`config.mk`:
```
export PLATFORM = sky130hd
export DESIGN_NAME = psp_page_select
export DESIGN_NICKNAME = d
export VERILOG_FILES = /design/src/hw/psp_pkg.sv /design/src/hw/psp_decode.sv /design/src/hw/psp_page_select.sv
export SDC_FILE = /design/constraint.sdc
export NUM_CORES = 1
export LEC_CHECK = 0
export ABC_AREA = 1
export BUFFER_PORTS_ARGS = -buffer_cell sky130_fd_sc_hd__buf_2
export CORE_MARGIN = 2
export CORE_UTILIZATION = 52
export CTS_CLUSTER_SIZE = 12
export DETAILED_ROUTE_END_ITERATION = 12
export HOLD_SLACK_MARGIN = 0.15
export PLACE_DENSITY = 0.79
export SLEW_MARGIN = 10
export SYNTH_ARGS = -nofsm -noshare
export SYNTH_HDL_FRONTEND = slang
export SYNTH_SLANG_ARGS = --single-unit
```
`constraint.sdc`:
```
create_clock -name clock_i -period 1.2 [get_ports clock_i]
set_clock_uncertainty 0.05 [all_clocks]
set_input_delay 0.06 -clock clock_i [delete_from_list [all_inputs] [get_ports clock_i]]
set_output_delay 0.06 -clock clock_i [all_outputs]
set_load 0.1 [all_outputs]
```
`src/hw/psp_pkg.sv`:
```
package psp_pkg;
  // sfr bus geometry
  localparam int unsigned ADDR_W = 8;
  localparam int unsigned DATA_W = 8;
  localparam int unsigned PAGE_W = 3;
  localparam int unsigned SLOTS  = 4;

  // page register location, outside the paged set
  localparam logic [7:0] PAGE_REG_ADDR = 8'hA3;

  // paged address windows
  localparam logic [7:0] WIN_A_LO = 8'h9A;
  localparam logic [7:0] WIN_A_HI = 8'h9F;
  localparam logic [7:0] WIN_B_LO = 8'hA4;
  localparam logic [7:0] WIN_B_HI = 8'hA7;
  localparam logic [7:0] WIN_C_LO = 8'hFA;
  localparam logic [7:0] WIN_C_HI = 8'hFF;
  localparam logic [7:0] HOLE_LO  = 8'hA5;
  localparam logic [2:0] HOLE_PAGE = 3'h3;

  // field positions of the page register
  localparam int unsigned PAGE_LSB = 0;
  localparam int unsigned RSVD_BIT = 3;
  localparam int unsigned SLOT_LSB = 4;
  localparam int unsigned OP_LSB   = 6;

  // operation codes (upper bit zero means direct load)
  localparam logic [1:0] OP_SAVE    = 2'h2;
  localparam logic [1:0] OP_RESTORE = 2'h3;

  // reset values
  localparam logic [2:0] PAGE_RST = 3'h0;
  localparam logic [2:0] SLOT_RST = 3'h0;
endpackage : psp_pkg

```
`src/hw/psp_decode.sv`:
```
`timescale 1ns/1ps
// combinational decode of one sfr address into a paged register select
module psp_decode (
  input  wire logic [7:0] addr_i,
  input  wire logic [2:0] page_i,
  input  wire logic       map_sel_i,
  output logic            hit_o,
  output logic [5:0]      index_o
);
  logic [3:0] off;
  logic       in_win;

  always_comb begin
    off    = 4'h0;
    in_win = 1'b0;
    if (addr_i >= psp_pkg::WIN_A_LO && addr_i <= psp_pkg::WIN_A_HI) begin
      in_win = 1'b1;
      off    = 4'(addr_i - psp_pkg::WIN_A_LO);
    end else if (addr_i >= psp_pkg::WIN_B_LO && addr_i <= psp_pkg::WIN_B_HI) begin
      in_win = 1'b1;
      off    = 4'(addr_i - psp_pkg::WIN_B_LO + 8'h06);
    end else if (addr_i >= psp_pkg::WIN_C_LO && addr_i <= psp_pkg::WIN_C_HI) begin
      in_win = 1'b1;
      off    = 4'(addr_i - psp_pkg::WIN_C_LO + 8'h0A);
    end
    // page three leaves the upper part of the second window empty
    if (page_i == psp_pkg::HOLE_PAGE && addr_i >= psp_pkg::HOLE_LO &&
        addr_i <= psp_pkg::WIN_B_HI) begin
      in_win = 1'b0;
    end
    // page bit 2 has no registers behind it
    hit_o   = in_win && !map_sel_i && !page_i[2];
    index_o = {page_i[1:0], off};
  end
endmodule : psp_decode

```
`src/hw/psp_page_select.sv`:
```
`timescale 1ns/1ps
// Functional notes
// - three-bit active page in bits 2:0; write sets it, read returns it
// - operation code 0x loads page directly, slot selector ignored
// - operation code 10 saves old page to selected slot, loads new page
// - operation code 11 restores page from selected slot, written page ignored
// - slot selector bits 5:4 pick slot zero through three
// - reserved bit 3 reads zero
// - addresses 9A-9F, A4-A7, FA-FF decode per page; page three lacks A5-A7
// - page register sits at A3, reachable on any page
// - paged registers answer only with map select zero, four pages
// - operation code and slot selector read back as zero
module psp_page_select (
  input  wire logic       clock_i,
  input  wire logic       arst_n_i,
  input  wire logic [7:0] sfr_addr_i,
  input  wire logic [7:0] sfr_wdata_i,
  input  wire logic       sfr_wr_i,
  input  wire logic       sfr_rd_i,
  input  wire logic       sfr_map_select_i,
  output logic [7:0]      sfr_rdata_o,
  output logic            sfr_rd_hit_o,
  output logic [2:0]      active_page_o,
  output logic            paged_sel_o,
  output logic [5:0]      paged_index_o,
  output logic            paged_wr_o,
  output logic            paged_rd_o
);
  typedef struct packed {
    logic [2:0]       page;
    logic [3:0][2:0]  slot;
    logic [7:0]       rdata;
    logic             rd_hit;
    logic             psel;
    logic [5:0]       pidx;
    logic             pwr;
    logic             prd;
  } psp_state_s;

  psp_state_s st_q;
  psp_state_s st_d;

  logic       dec_hit;
  logic [5:0] dec_idx;
  logic       page_hit;
  logic [1:0] op_code;
  logic [1:0] slot_sel;
  logic [2:0] wr_page;

  // decode uses the page in effect before any write this cycle
  psp_decode u_dec (
    .addr_i    (sfr_addr_i),
    .page_i    (st_q.page),
    .map_sel_i (sfr_map_select_i),
    .hit_o     (dec_hit),
    .index_o   (dec_idx)
  );

  // the page register stays reachable whatever page is active
  assign page_hit = (sfr_addr_i == psp_pkg::PAGE_REG_ADDR) && !sfr_map_select_i;
  assign op_code  = sfr_wdata_i[psp_pkg::OP_LSB +: 2];
  assign slot_sel = sfr_wdata_i[psp_pkg::SLOT_LSB +: 2];
  assign wr_page  = sfr_wdata_i[psp_pkg::PAGE_LSB +: 3];

  always_comb begin
    st_d        = st_q;
    st_d.rd_hit = 1'b0;
    st_d.rdata  = 8'h00;
    if (sfr_wr_i && page_hit) begin
      if (!op_code[1]) begin
        st_d.page = wr_page;
      end else if (op_code == psp_pkg::OP_SAVE) begin
        st_d.slot[slot_sel] = st_q.page;
        st_d.page           = wr_page;
      end else begin
        st_d.page = st_q.slot[slot_sel];
      end
    end
    if (sfr_rd_i && page_hit) begin
      st_d.rd_hit = 1'b1;
      // op, slot selector and reserved bit all read zero
      st_d.rdata  = {5'h00, st_q.page};
    end
    // paged strobes go out registered; behind-registers answer the reads themselves
    st_d.psel = dec_hit && (sfr_wr_i || sfr_rd_i);
    st_d.pidx = dec_idx;
    st_d.pwr  = dec_hit && sfr_wr_i;
    st_d.prd  = dec_hit && sfr_rd_i;
  end

  always_ff @(posedge clock_i or negedge arst_n_i) begin
    if (!arst_n_i) begin
      st_q.page   <= psp_pkg::PAGE_RST;
      st_q.slot   <= {4{psp_pkg::SLOT_RST}};
      st_q.rdata  <= 8'h00;
      st_q.rd_hit <= 1'b0;
      st_q.psel   <= 1'b0;
      st_q.pidx   <= 6'h00;
      st_q.pwr    <= 1'b0;
      st_q.prd    <= 1'b0;
    end else begin
      st_q <= st_d;
    end
  end

  assign sfr_rdata_o   = st_q.rdata;
  assign sfr_rd_hit_o  = st_q.rd_hit;
  assign active_page_o = st_q.page;
  assign paged_sel_o   = st_q.psel;
  assign paged_index_o = st_q.pidx;
  assign paged_wr_o    = st_q.pwr;
  assign paged_rd_o    = st_q.prd;

  a_direct_load : assert property (@(posedge clock_i) disable iff (!arst_n_i)
    (sfr_wr_i && page_hit && !sfr_wdata_i[7]) |=> (active_page_o == $past(sfr_wdata_i[2:0])))
    else $error("direct page load failed");

  a_save_slot : assert property (@(posedge clock_i) disable iff (!arst_n_i)
    (sfr_wr_i && page_hit && sfr_wdata_i[7:6] == 2'h2)
    |=> (st_q.slot[$past(sfr_wdata_i[5:4])] == $past(active_page_o)) &&
        (active_page_o == $past(sfr_wdata_i[2:0])))
    else $error("save operation wrong");

  a_restore_slot : assert property (@(posedge clock_i) disable iff (!arst_n_i)
    (sfr_wr_i && page_hit && sfr_wdata_i[7:6] == 2'h3)
    |=> (active_page_o == $past(st_q.slot[sfr_wdata_i[5:4]])))
    else $error("restore operation wrong");

  a_read_zeros : assert property (@(posedge clock_i) disable iff (!arst_n_i)
    sfr_rd_hit_o |-> (sfr_rdata_o[7:3] == 5'h00))
    else $error("write-only or reserved bits read nonzero");

  a_read_page : assert property (@(posedge clock_i) disable iff (!arst_n_i)
    (sfr_rd_i && page_hit) |=> sfr_rd_hit_o && (sfr_rdata_o[2:0] == $past(active_page_o)))
    else $error("page readback wrong");

  a_hole_page3 : assert property (@(posedge clock_i) disable iff (!arst_n_i)
    (active_page_o == 3'h3 && sfr_rd_i && sfr_addr_i >= 8'hA5 && sfr_addr_i <= 8'hA7)
    |=> !paged_sel_o)
    else $error("page three hole decoded");

  a_map_gate : assert property (@(posedge clock_i) disable iff (!arst_n_i)
    sfr_map_select_i |=> !paged_sel_o && !sfr_rd_hit_o)
    else $error("response with map select set");

  a_page_held : assert property (@(posedge clock_i) disable iff (!arst_n_i)
    !(sfr_wr_i && page_hit) |=> $stable(active_page_o))
    else $error("page changed without a write");

  a_window_hit : assert property (@(posedge clock_i) disable iff (!arst_n_i)
    (sfr_rd_i && !sfr_map_select_i && active_page_o == 3'h1 && sfr_addr_i == 8'hFF)
    |=> paged_sel_o && paged_index_o == 6'h1F)
    else $error("paged decode wrong");

  // paged decode and strobes, one cycle after the access is taken
  a_index_low : assert property (@(posedge clock_i) disable iff (!arst_n_i)
    (sfr_rd_i && !sfr_map_select_i && active_page_o == 3'h2 && sfr_addr_i == 8'h9A)
    |=> paged_sel_o && paged_index_o == 6'h20)
    else $error("first window decode wrong");

  a_index_mid : assert property (@(posedge clock_i) disable iff (!arst_n_i)
    (sfr_rd_i && !sfr_map_select_i && active_page_o == 3'h0 && sfr_addr_i == 8'hA4)
    |=> paged_sel_o && paged_index_o == 6'h06)
    else $error("second window decode wrong");

  a_wr_strobe : assert property (@(posedge clock_i) disable iff (!arst_n_i)
    (sfr_wr_i && !sfr_rd_i && !sfr_map_select_i && active_page_o == 3'h0 && sfr_addr_i == 8'hFA)
    |=> paged_wr_o && !paged_rd_o && paged_index_o == 6'h0A)
    else $error("paged write strobe wrong");

  a_hole_write : assert property (@(posedge clock_i) disable iff (!arst_n_i)
    (active_page_o == 3'h3 && sfr_wr_i && sfr_addr_i >= 8'hA5 && sfr_addr_i <= 8'hA7)
    |=> !paged_wr_o)
    else $error("page three hole written");

  a_unmapped_addr : assert property (@(posedge clock_i) disable iff (!arst_n_i)
    (sfr_addr_i < 8'h9A) |=> !paged_sel_o)
    else $error("address below the windows decoded");

  a_high_pages : assert property (@(posedge clock_i) disable iff (!arst_n_i)
    active_page_o[2] |=> !paged_sel_o)
    else $error("page four or above decoded");

  a_paged_kind : assert property (@(posedge clock_i) disable iff (!arst_n_i)
    paged_sel_o == (paged_wr_o || paged_rd_o))
    else $error("paged select without a kind");

  // page register writes and the storage slots
  a_rsvd_write : assert property (@(posedge clock_i) disable iff (!arst_n_i)
    (sfr_wr_i && page_hit && sfr_wdata_i[3] && !sfr_wdata_i[7])
    |=> active_page_o == $past(sfr_wdata_i[2:0]))
    else $error("reserved bit disturbed the page");

  a_op01_load : assert property (@(posedge clock_i) disable iff (!arst_n_i)
    (sfr_wr_i && page_hit && sfr_wdata_i[7:6] == 2'h1)
    |=> (active_page_o == $past(sfr_wdata_i[2:0])) && $stable(st_q.slot))
    else $error("direct load with low op bit set wrong");

  a_slot_select : assert property (@(posedge clock_i) disable iff (!arst_n_i)
    (sfr_wr_i && page_hit && sfr_wdata_i[7:6] == 2'h2)
    |=> (st_q.slot[$past(slot_sel) ^ 2'h1] == $past(st_q.slot[slot_sel ^ 2'h1])) &&
        (st_q.slot[$past(slot_sel) ^ 2'h2] == $past(st_q.slot[slot_sel ^ 2'h2])) &&
        (st_q.slot[$past(slot_sel) ^ 2'h3] == $past(st_q.slot[slot_sel ^ 2'h3])))
    else $error("save touched another slot");

  a_slot_keep : assert property (@(posedge clock_i) disable iff (!arst_n_i)
    !(sfr_wr_i && page_hit && sfr_wdata_i[7:6] == 2'h2) |=> $stable(st_q.slot))
    else $error("slot changed without a save");

  a_page_reach : assert property (@(posedge clock_i) disable iff (!arst_n_i)
    (sfr_wr_i && sfr_addr_i == 8'hA3 && !sfr_map_select_i && active_page_o[2] && !sfr_wdata_i[7])
    |=> active_page_o == $past(sfr_wdata_i[2:0]))
    else $error("page register unreachable from a high page");

  a_map_write : assert property (@(posedge clock_i) disable iff (!arst_n_i)
    (sfr_map_select_i && sfr_wr_i) |=> $stable(active_page_o) && $stable(st_q.slot))
    else $error("write with map select set took effect");

  a_rd_idle : assert property (@(posedge clock_i) disable iff (!arst_n_i)
    !(sfr_rd_i && page_hit) |=> !sfr_rd_hit_o && (sfr_rdata_o == 8'h00))
    else $error("read answer without a page register read");

  // judged one edge later: the very first edge may come before any reset event
  a_reset_clear : assert property (@(posedge clock_i)
    !arst_n_i |=> (active_page_o == 3'h0) && (st_q.slot == '0))
    else $error("reset left page or slots set");
endmodule : psp_page_select

```
==> out/metrics.yaml, run 1 <==
status: "complete, but fails checks"
violations: "negative hold slack"
wl_per_cell_um: 13.0
coreArea_um2: 2810
cts_tree: "yes"
antenna_left: 0
synth-seq-area-share_pct: 44.6
cts_inserted_buffers: 3
tightest_slew_ns: 0.605
synth_area_leader_cell: "dfrtp_1"
grt_pass1_wl_um: 5900
synthDistinctLibCells: 23
combPwrFrac_pct: 22.0
synthToLayoutAreaGrowth_pct: 29.7
gp_congestion: 0.811
placed_cell_area_um2: 1800
vias: 1342
synth_edf_count: 0
drive_gt1_share_pct: 30.3
cp-start-kind: "register"
dp_hpwl_um: 2410
critPathCaptureType: "output pin"
yosys_warnings: 0
clockPowerShare_pct: 26.0
gr-usage-all-layers_pct: 22.8
synth_most_common_cell: "nand2_1"
fin_crit_ns: 1.16
grt_pass1_vias: 1327
die_y_um: 59.0
syn_area_um2: 1570
power.internal_mw: 1.26
cts-root-buf: "clkbuf_4"
drt_iter0_markers: 34
drt_drc_violations_left: 0
synthCells: 183
cp_data_required_time_ns: 1.09
grt_max_degree: 29
die_w_um: 59.0
dr.pass1.iters: 4
critPathArrivalTime_ns: 1.05
antenna_found_initial: 0
hold_violations: 3
ys_top_cells_by_count: "37 x nand2_1, 28 x dfrtp_1, 22 x inv_1, 22 x nor2_1, 17 x buf_4"
port_buffers: 35
slew_violations: 0
hold_path_class: "primary input to register"
slew_headroom_pct: 59.7
path_class: "register to output pin"
die-area_um2: 3480
cts_sinks: 28
path_max_fanout: 4
diodes: 0
maxCapViolations: 0
irDropWorstVdd_uv: 418
start_util_pct: 56.1
grt_remaining_overflow: 0
synth-main-ff-cell: "dfrtp_1"
powerDensity_nw_per_um2: 902
ys_async_sr_fraction_pct: 100
cts_setup_buffers: 0
swShare_pct: 31.6
nets: 260
drt-total-wl_um: 3460
path_clk_slew_ns: 0.15
ios: 42
vias_per_cell: 5.06
finalInstanceArea_um2: 2040
synth_top_area_share_pct: 44.6
clock_latency_ns: 0.34
power_leakage_nw: 1.01
power_switching_mw: 0.581
fmax_mhz: 859
rows: 19
finalCritPeriodShare_pct: 97.0
cts_buffer_depth: 2
rsz0062_at_grt: "true"
pwr-share-seq_pct: 52.0
setup_violations: 0
whs_ns: -0.0159
postSynthAreaPerCell_um2: 8.59
yosys_register_bits: 28
synth_area_leaders: "dfrtp_1 45%, nand2_1 8.8%, buf_4 8.1%, nand3_4 5.6%, inv_1 5.3%"
cts-htree-levels: 1
## power groups by stage
stage / combinational (mW) / clock, mW / sequential (mW)
2_1_floorplan: 0.240 / 0 / 0.988
3_3_place_gp: 0.351 / 0 / 0.974
3_5_place_dp: 0.356 / 0 / 0.974
4_1_cts: 0.391 / 0.478 / 0.957
5_1_grt: 0.432 / 0.509 / 0.959
6_report: 0.404 / 0.479 / 0.957
## registers in the layout (all words and copies together) (netlist names)
register       flops
active_page_o      3
sfr_rdata_o        3
sfr_rd_hit_o       1
paged_sel_o        1
paged_wr_o         1
st_q              12
paged_index_o      6
paged_rd_o         1
## critical path: stages (launching register included)
cell	delay [ns]
dfrtp_1	0.42
buf_6	0.14
buf_12	0.16
## through the flow
step	utilization, %	TNS (ns)	std cells	worst slack [ns]	total power, mW
finish	72.7	0	265	0.0363	1.84
global route	72.7	-0.0913	265	-0.0274	1.90
CTS	71.3	0	264	0.0175	1.83
detailed placement	64.2	-0.120	247	-0.0573	1.33
global placement	64.2	-0.0514	247	-0.0179	1.32
floorplan	-	0	187	0.160	1.23
## layout make-up
class	instances	area, um2
clock buffers	4	36.3
inverters	25	95.1
flip-flops and latches	28	701
fillers	205	766
repair buffers	60	482
multi-input cells	117	687
well taps	31	38.8
## worst paths after layout
| path | endpoint | depth (start not counted) | from | slack [ns] |
|---|---|---|---|---|
| min in group asynchronous | st_q[29] | 2 | arst_n_i | 0.19 |
| min reg2reg | st_q[29] | 2 | st_q[29] | 0.46 |
| max | active_page_o[2] | 2 | active_page_o[2] | 0.04 |
| min | paged_sel_o | 4 | sfr_map_select_i | -0.02 |
| max reg2reg | paged_wr_o | 4 | active_page_o[2] | 0.05 |
| max in group asynchronous | paged_wr_o | 2 | arst_n_i | 0.51 |
## timing repair
| item | CTS | global route |
|---|---|---|
| endpoints found under the hold margin | 54 | 5 |
| hold buffers | 13 | 1 |
| gates cloned | 0 | 0 |
| pin swaps | 0 | 2 |
| resized for setup | 13 | 8 |
| setup endpoints to repair | 13 | 9 |
## logic make-up (layout without fill, tap and decap cells)
kind of cell               count (synthesis)  in the layout  share of synthesized area, %
DFF                                       28             28                          44.6
other                                      1              5                         0.238
AOI/OAI and AO/OA                         24             24                          8.59
and+or+nand+nor                           84             84                          29.3
adders and majority gates                  4              4                          3.18
buffers and inverters                     42             89                          14.2
## routing by layer
metal,global-route usage [%],vias to the layer above,part of all wire [%]
li1,-,664,-
met1,27.2,615,39
met2,40.5,53,52
met3,2.40,10,5.3
met4,11.4,0,2.8
met5,0,-,0
## cells in the final DEF (no fill, tap or decap), types with 2 or more instances in the layout
cell,n
nor2_4,4
buf_12,3
o211ai_1,4
dfrtp_1,28
nand2_1,36
buf_4,23
conb_1,5
nand3_2,3
inv_2,2
clkbuf_4,3
nand3_1,5
nor2_1,20
nand3_4,5
o21ai_1,12
nand4_1,4
dlygate4sd3_1,13
nand2_2,2
ha_1,4
buf_2,19
inv_1,22
o21ai_0,3
nor2_2,2
a21oi_1,3
Power figures use the tool's default switching activity.
==> run 2, diff against run 1 <==
Settings changed: ABC_AREA 1 to unset, CORE_UTILIZATION 52 to 51.
==> run 2 against run 1 <==
Effect of this change: clock power rose by 33%; sequential share of layout area fell by 1.9 points; sequential power is 1% higher; worst hold slack gained 0.14 ns; synthesized cell count decreased by 34%; non-clock buffer count increased by 22; sequential cell count unchanged; combinational power up 22%; utilization is 6.5 points higher; power up 14%; the run ends with negative setup slack left; first-iteration DRC count increased by 21%.
==> out/metrics.yaml, run 2 <==
status: "complete, but fails checks"
violations: "negative setup slack"
die_y_um: 57.6  # -2.3%
gr-usage-all-layers_pct: 22.2  # -0.59 points
synthCells: 120  # -34%
hold_path_class: "primary input to register"
r2r_start: "st_q[20]"
synthToLayoutAreaGrowth_pct: 47.7
fmax_mhz: 757  # -12%
slew_headroom_pct: 60.1  # +0.42 points
rows: 19  # unchanged
maxCapViolations: 0  # unchanged
gp_congestion: 0.822  # +1.4%
cts_inserted_buffers: 3  # unchanged
synth-seq-area-share_pct: 47.8  # +3.2 points
largest_reg_flops: 12  # unchanged
clock_latency_ns: 0.34  # about the same
path_buf_inv: 1  # -1
power_leakage_nw: 1.11  # +9.4%
yosys_warnings: 0  # unchanged
slew_violations: 0  # unchanged
ys_top_cells_by_count: "28 x dfrtp_1, 17 x buf_4, 12 x mux2_2"
postSynthAreaPerCell_um2: 12.2  # +42%
postCtsHoldBufs: 13  # unchanged
critPathSlowestCell: "mux2_2"
placed_cells: 193  # -22%
cp_cell_sequence: "buf_8 > nor4b_4 > nand4_1 > nor4_4 > mux2_2"
slowest_delay_ns: 0.39  # -0.03 ns
grt_remaining_overflow: 0  # unchanged
coreArea_um2: 2730  # -2.5%
cts-root-buf: "clkbuf_4"
fin_cells: 223  # -16%
cts-htree-levels: 1  # unchanged
cts_buffer_depth: 2  # unchanged
ios: 42  # unchanged
hold_depth: 5  # +1
cts_sinks: 28  # unchanged
post-route-util_pct: 79.2  # +6.5 points
finalCritPeriodShare_pct: 110  # +13 points
num-fill-cells: 156  # -24%
vias_per_cell: 5.60  # +11%
synth_area_leaders: "dfrtp_1 48%, mux2_2 9.2%, buf_4 8.7%, mux4_2 4.6%, ha_1 3.4%"
cp-start-kind: "primary input"
drt_iter0_markers: 41  # +21%
synth-main-ff-cell: "dfrtp_1"
drt-total-wl_um: 3970  # +15%
ff2ff_setup_slack_ns: -0.09  # -0.14 ns
drt_drc_violations_left: 0  # unchanged
wl_per_cell_um: 17.8  # +36%
tightest_slew_ns: 0.599  # -0.00628 ns
critPathCaptureType: "register"
ff2ff_path_depth: 3  # -1
rsz0062_at_grt: "true"
layout_commonest_cell: "buf_4"
setup_ws_ns: -0.122  # -0.158 ns
ys_async_sr_fraction_pct: 100  # unchanged
dp_hpwl_um: 2330  # -3.3%
die_w_um: 57.6  # -2.3%
synthDistinctLibCells: 33  # +43%
pwr-share-seq_pct: 46.1  # -5.9 points
dr.pass1.iters: 4  # unchanged
hold_end: "sfr_rd_hit_o"
swShare_pct: 29.6  # -1.9 points
placed_cell_area_um2: 1780  # -1.2%
synth_edf_count: 0  # unchanged
irDropWorstVdd_uv: 980  # +130%
total_power_mw: 2.10  # +14%
vias: 1248  # -7.0%
port_buffers: 35  # unchanged
antenna_found_initial: 0  # unchanged
power.internal_mw: 1.48  # +17%
critPathArrivalTime_ns: 1.52  # +0.47 ns
grt_pass1_wl_um: 5700  # -3.4%
cts_tree: "yes"
synth_most_common_cell: "dfrtp_1"
drive_gt1_share_pct: 51.6  # +21 points
power_switching_mw: 0.621  # +6.9%
clockPowerShare_pct: 30.4  # +4.4 points
path_clk_slew_ns: 0.16  # about the same
nets: 218  # -16%
hold_violations: 0  # -3
start_util_pct: 53.6  # -2.4 points
top_register: "st_q"
fin_crit_ns: 1.32  # +0.158 ns
reg2reg_to: "active_page_o[2]"
hp-start: "sfr_addr_i[4]"
diodes: 0  # unchanged
grt_max_degree: 29  # unchanged
antenna_left: 0  # unchanged
setup_violations: 16  # +16
final_cell_mix: "44 x buf_4, 27 x dfrtp_1, 17 x buf_2"
die-area_um2: 3320  # -4.6%
yosys_register_bits: 28  # unchanged
path_max_fanout: 3  # -1
crit_family: "simple AND/OR/NAND/NOR gates"
synth_top_area_share_pct: 47.8  # +3.2 points
syn_area_um2: 1470  # -6.8%
grt_pass1_vias: 1253  # -5.6%
cp_data_required_time_ns: 1.40  # +0.31 ns
finalInstanceArea_um2: 2170  # +6.2%
powerDensity_nw_per_um2: 968  # +7.3%
combPwrFrac_pct: 23.5  # +1.5 points
path_class: "primary input to register"
synth_area_leader_cell: "dfrtp_1"
==> run 2: changes by cell type in the layout (fill, tap and decap cells not counted), sizes merged, moves of 4 or more <==
cell    change
inv        -20
o21ai      -13
mux2       +12
o211ai      -4
buf        +23
nand3      -12
nand2      -34
nor2       -20
==> run 2: metrics by stage <==
stage	hold slack, ns	TNS [ns]	worst slack (ns)
after floorplan	-0.286	-1.67	-0.166
after global placement	0.0295	-4.82	-0.332
after detailed placement	0.0493	-5.86	-0.419
after CTS	0.124	-0.557	-0.0833
after global routing	0.128	-1.89	-0.188
final	0.126	-1.04	-0.122
==> run 2: metal layers <==
| metal | wire length, um | up-vias | track usage [%] |
|---|---|---|---|
| met5 | 0 | - | 0 |
| met4 | 102 | 0 | 5.32 |
| met3 | 160 | 10 | 3.13 |
| met2 | 2110 | 52 | 41.1 |
| met1 | 1590 | 631 | 27.2 |
| li1 | - | 555 | - |
==> run 2: power by group through the flow <==
stage / combinational, mW / sequential [mW] / clock (mW)
2_1_floorplan: 0.257 / 0.995 / 0
4_1_cts: 0.446 / 0.966 / 0.626
6_report: 0.492 / 0.967 / 0.638
5_1_grt: 0.517 / 0.969 / 0.666
3_3_place_gp: 0.395 / 0.983 / 0
3_5_place_dp: 0.405 / 0.983 / 0
==> run 2: worst max-delay path by stage <==
stage / from / endpoint / slack, ns / cells past startpoint
6_report: sfr_addr_i[4] / st_q[21] / -0.12 / 5
2_1_floorplan: sfr_addr_i[4] / st_q[24] / -0.17 / 4
3_3_place_gp: sfr_addr_i[4] / st_q[19] / -0.33 / 5
3_5_place_dp: sfr_addr_i[4] / st_q[20] / -0.42 / 5
4_1_cts: st_q[20] / active_page_o[2] / -0.08 / 3
5_1_grt: sfr_addr_i[4] / st_q[19] / -0.19 / 5
==> run 2: worst min-delay path, stage by stage <==
cell and delay [ns]:
buf_8 0.08, nor4b_4 0.05, buf_4 0.14, nand2_1 0.08, nor2_1 0.09
==> run 2: cell families (layout without fill, tap and decap cells) <==
kind of cell	Yosys count	after routing	synth area share [%]
XOR/XNOR	1	1	0.597
multiplexers	18	18	15.9
adder cells (fa/ha/maj)	4	4	3.41
buffers and inverters	22	90	9.98
flip-flops	28	28	47.8
AO/OA/AOI/OAI	11	11	5.55
other	1	5	0.256
AND/OR/NAND/NOR	35	35	16.6
==> run 2: repair_timing <==
action / 4_1_cts / 5_1_grt
endpoints found under the setup margin: 24 / 17
pin swaps: 2 / 3
gates cloned: 0 / 0
buffers inserted: 3 / 10
endpoints found under the hold margin: 47 / 4
resized for setup: 15 / 16
==> run 2: area by class of cell <==
class	instances	area (um2)	share of cell area (%)
Clock buffer	3	22.5	1.04
Multi-Input combinational cell	74	692	31.9
Sequential cell	28	702	32.4
Timing Repair Buffer	82	666	30.7
Inverter	4	15.0	0.693
Tap cell	31	38.8	1.79
Clock inverter	1	30.0	1.39
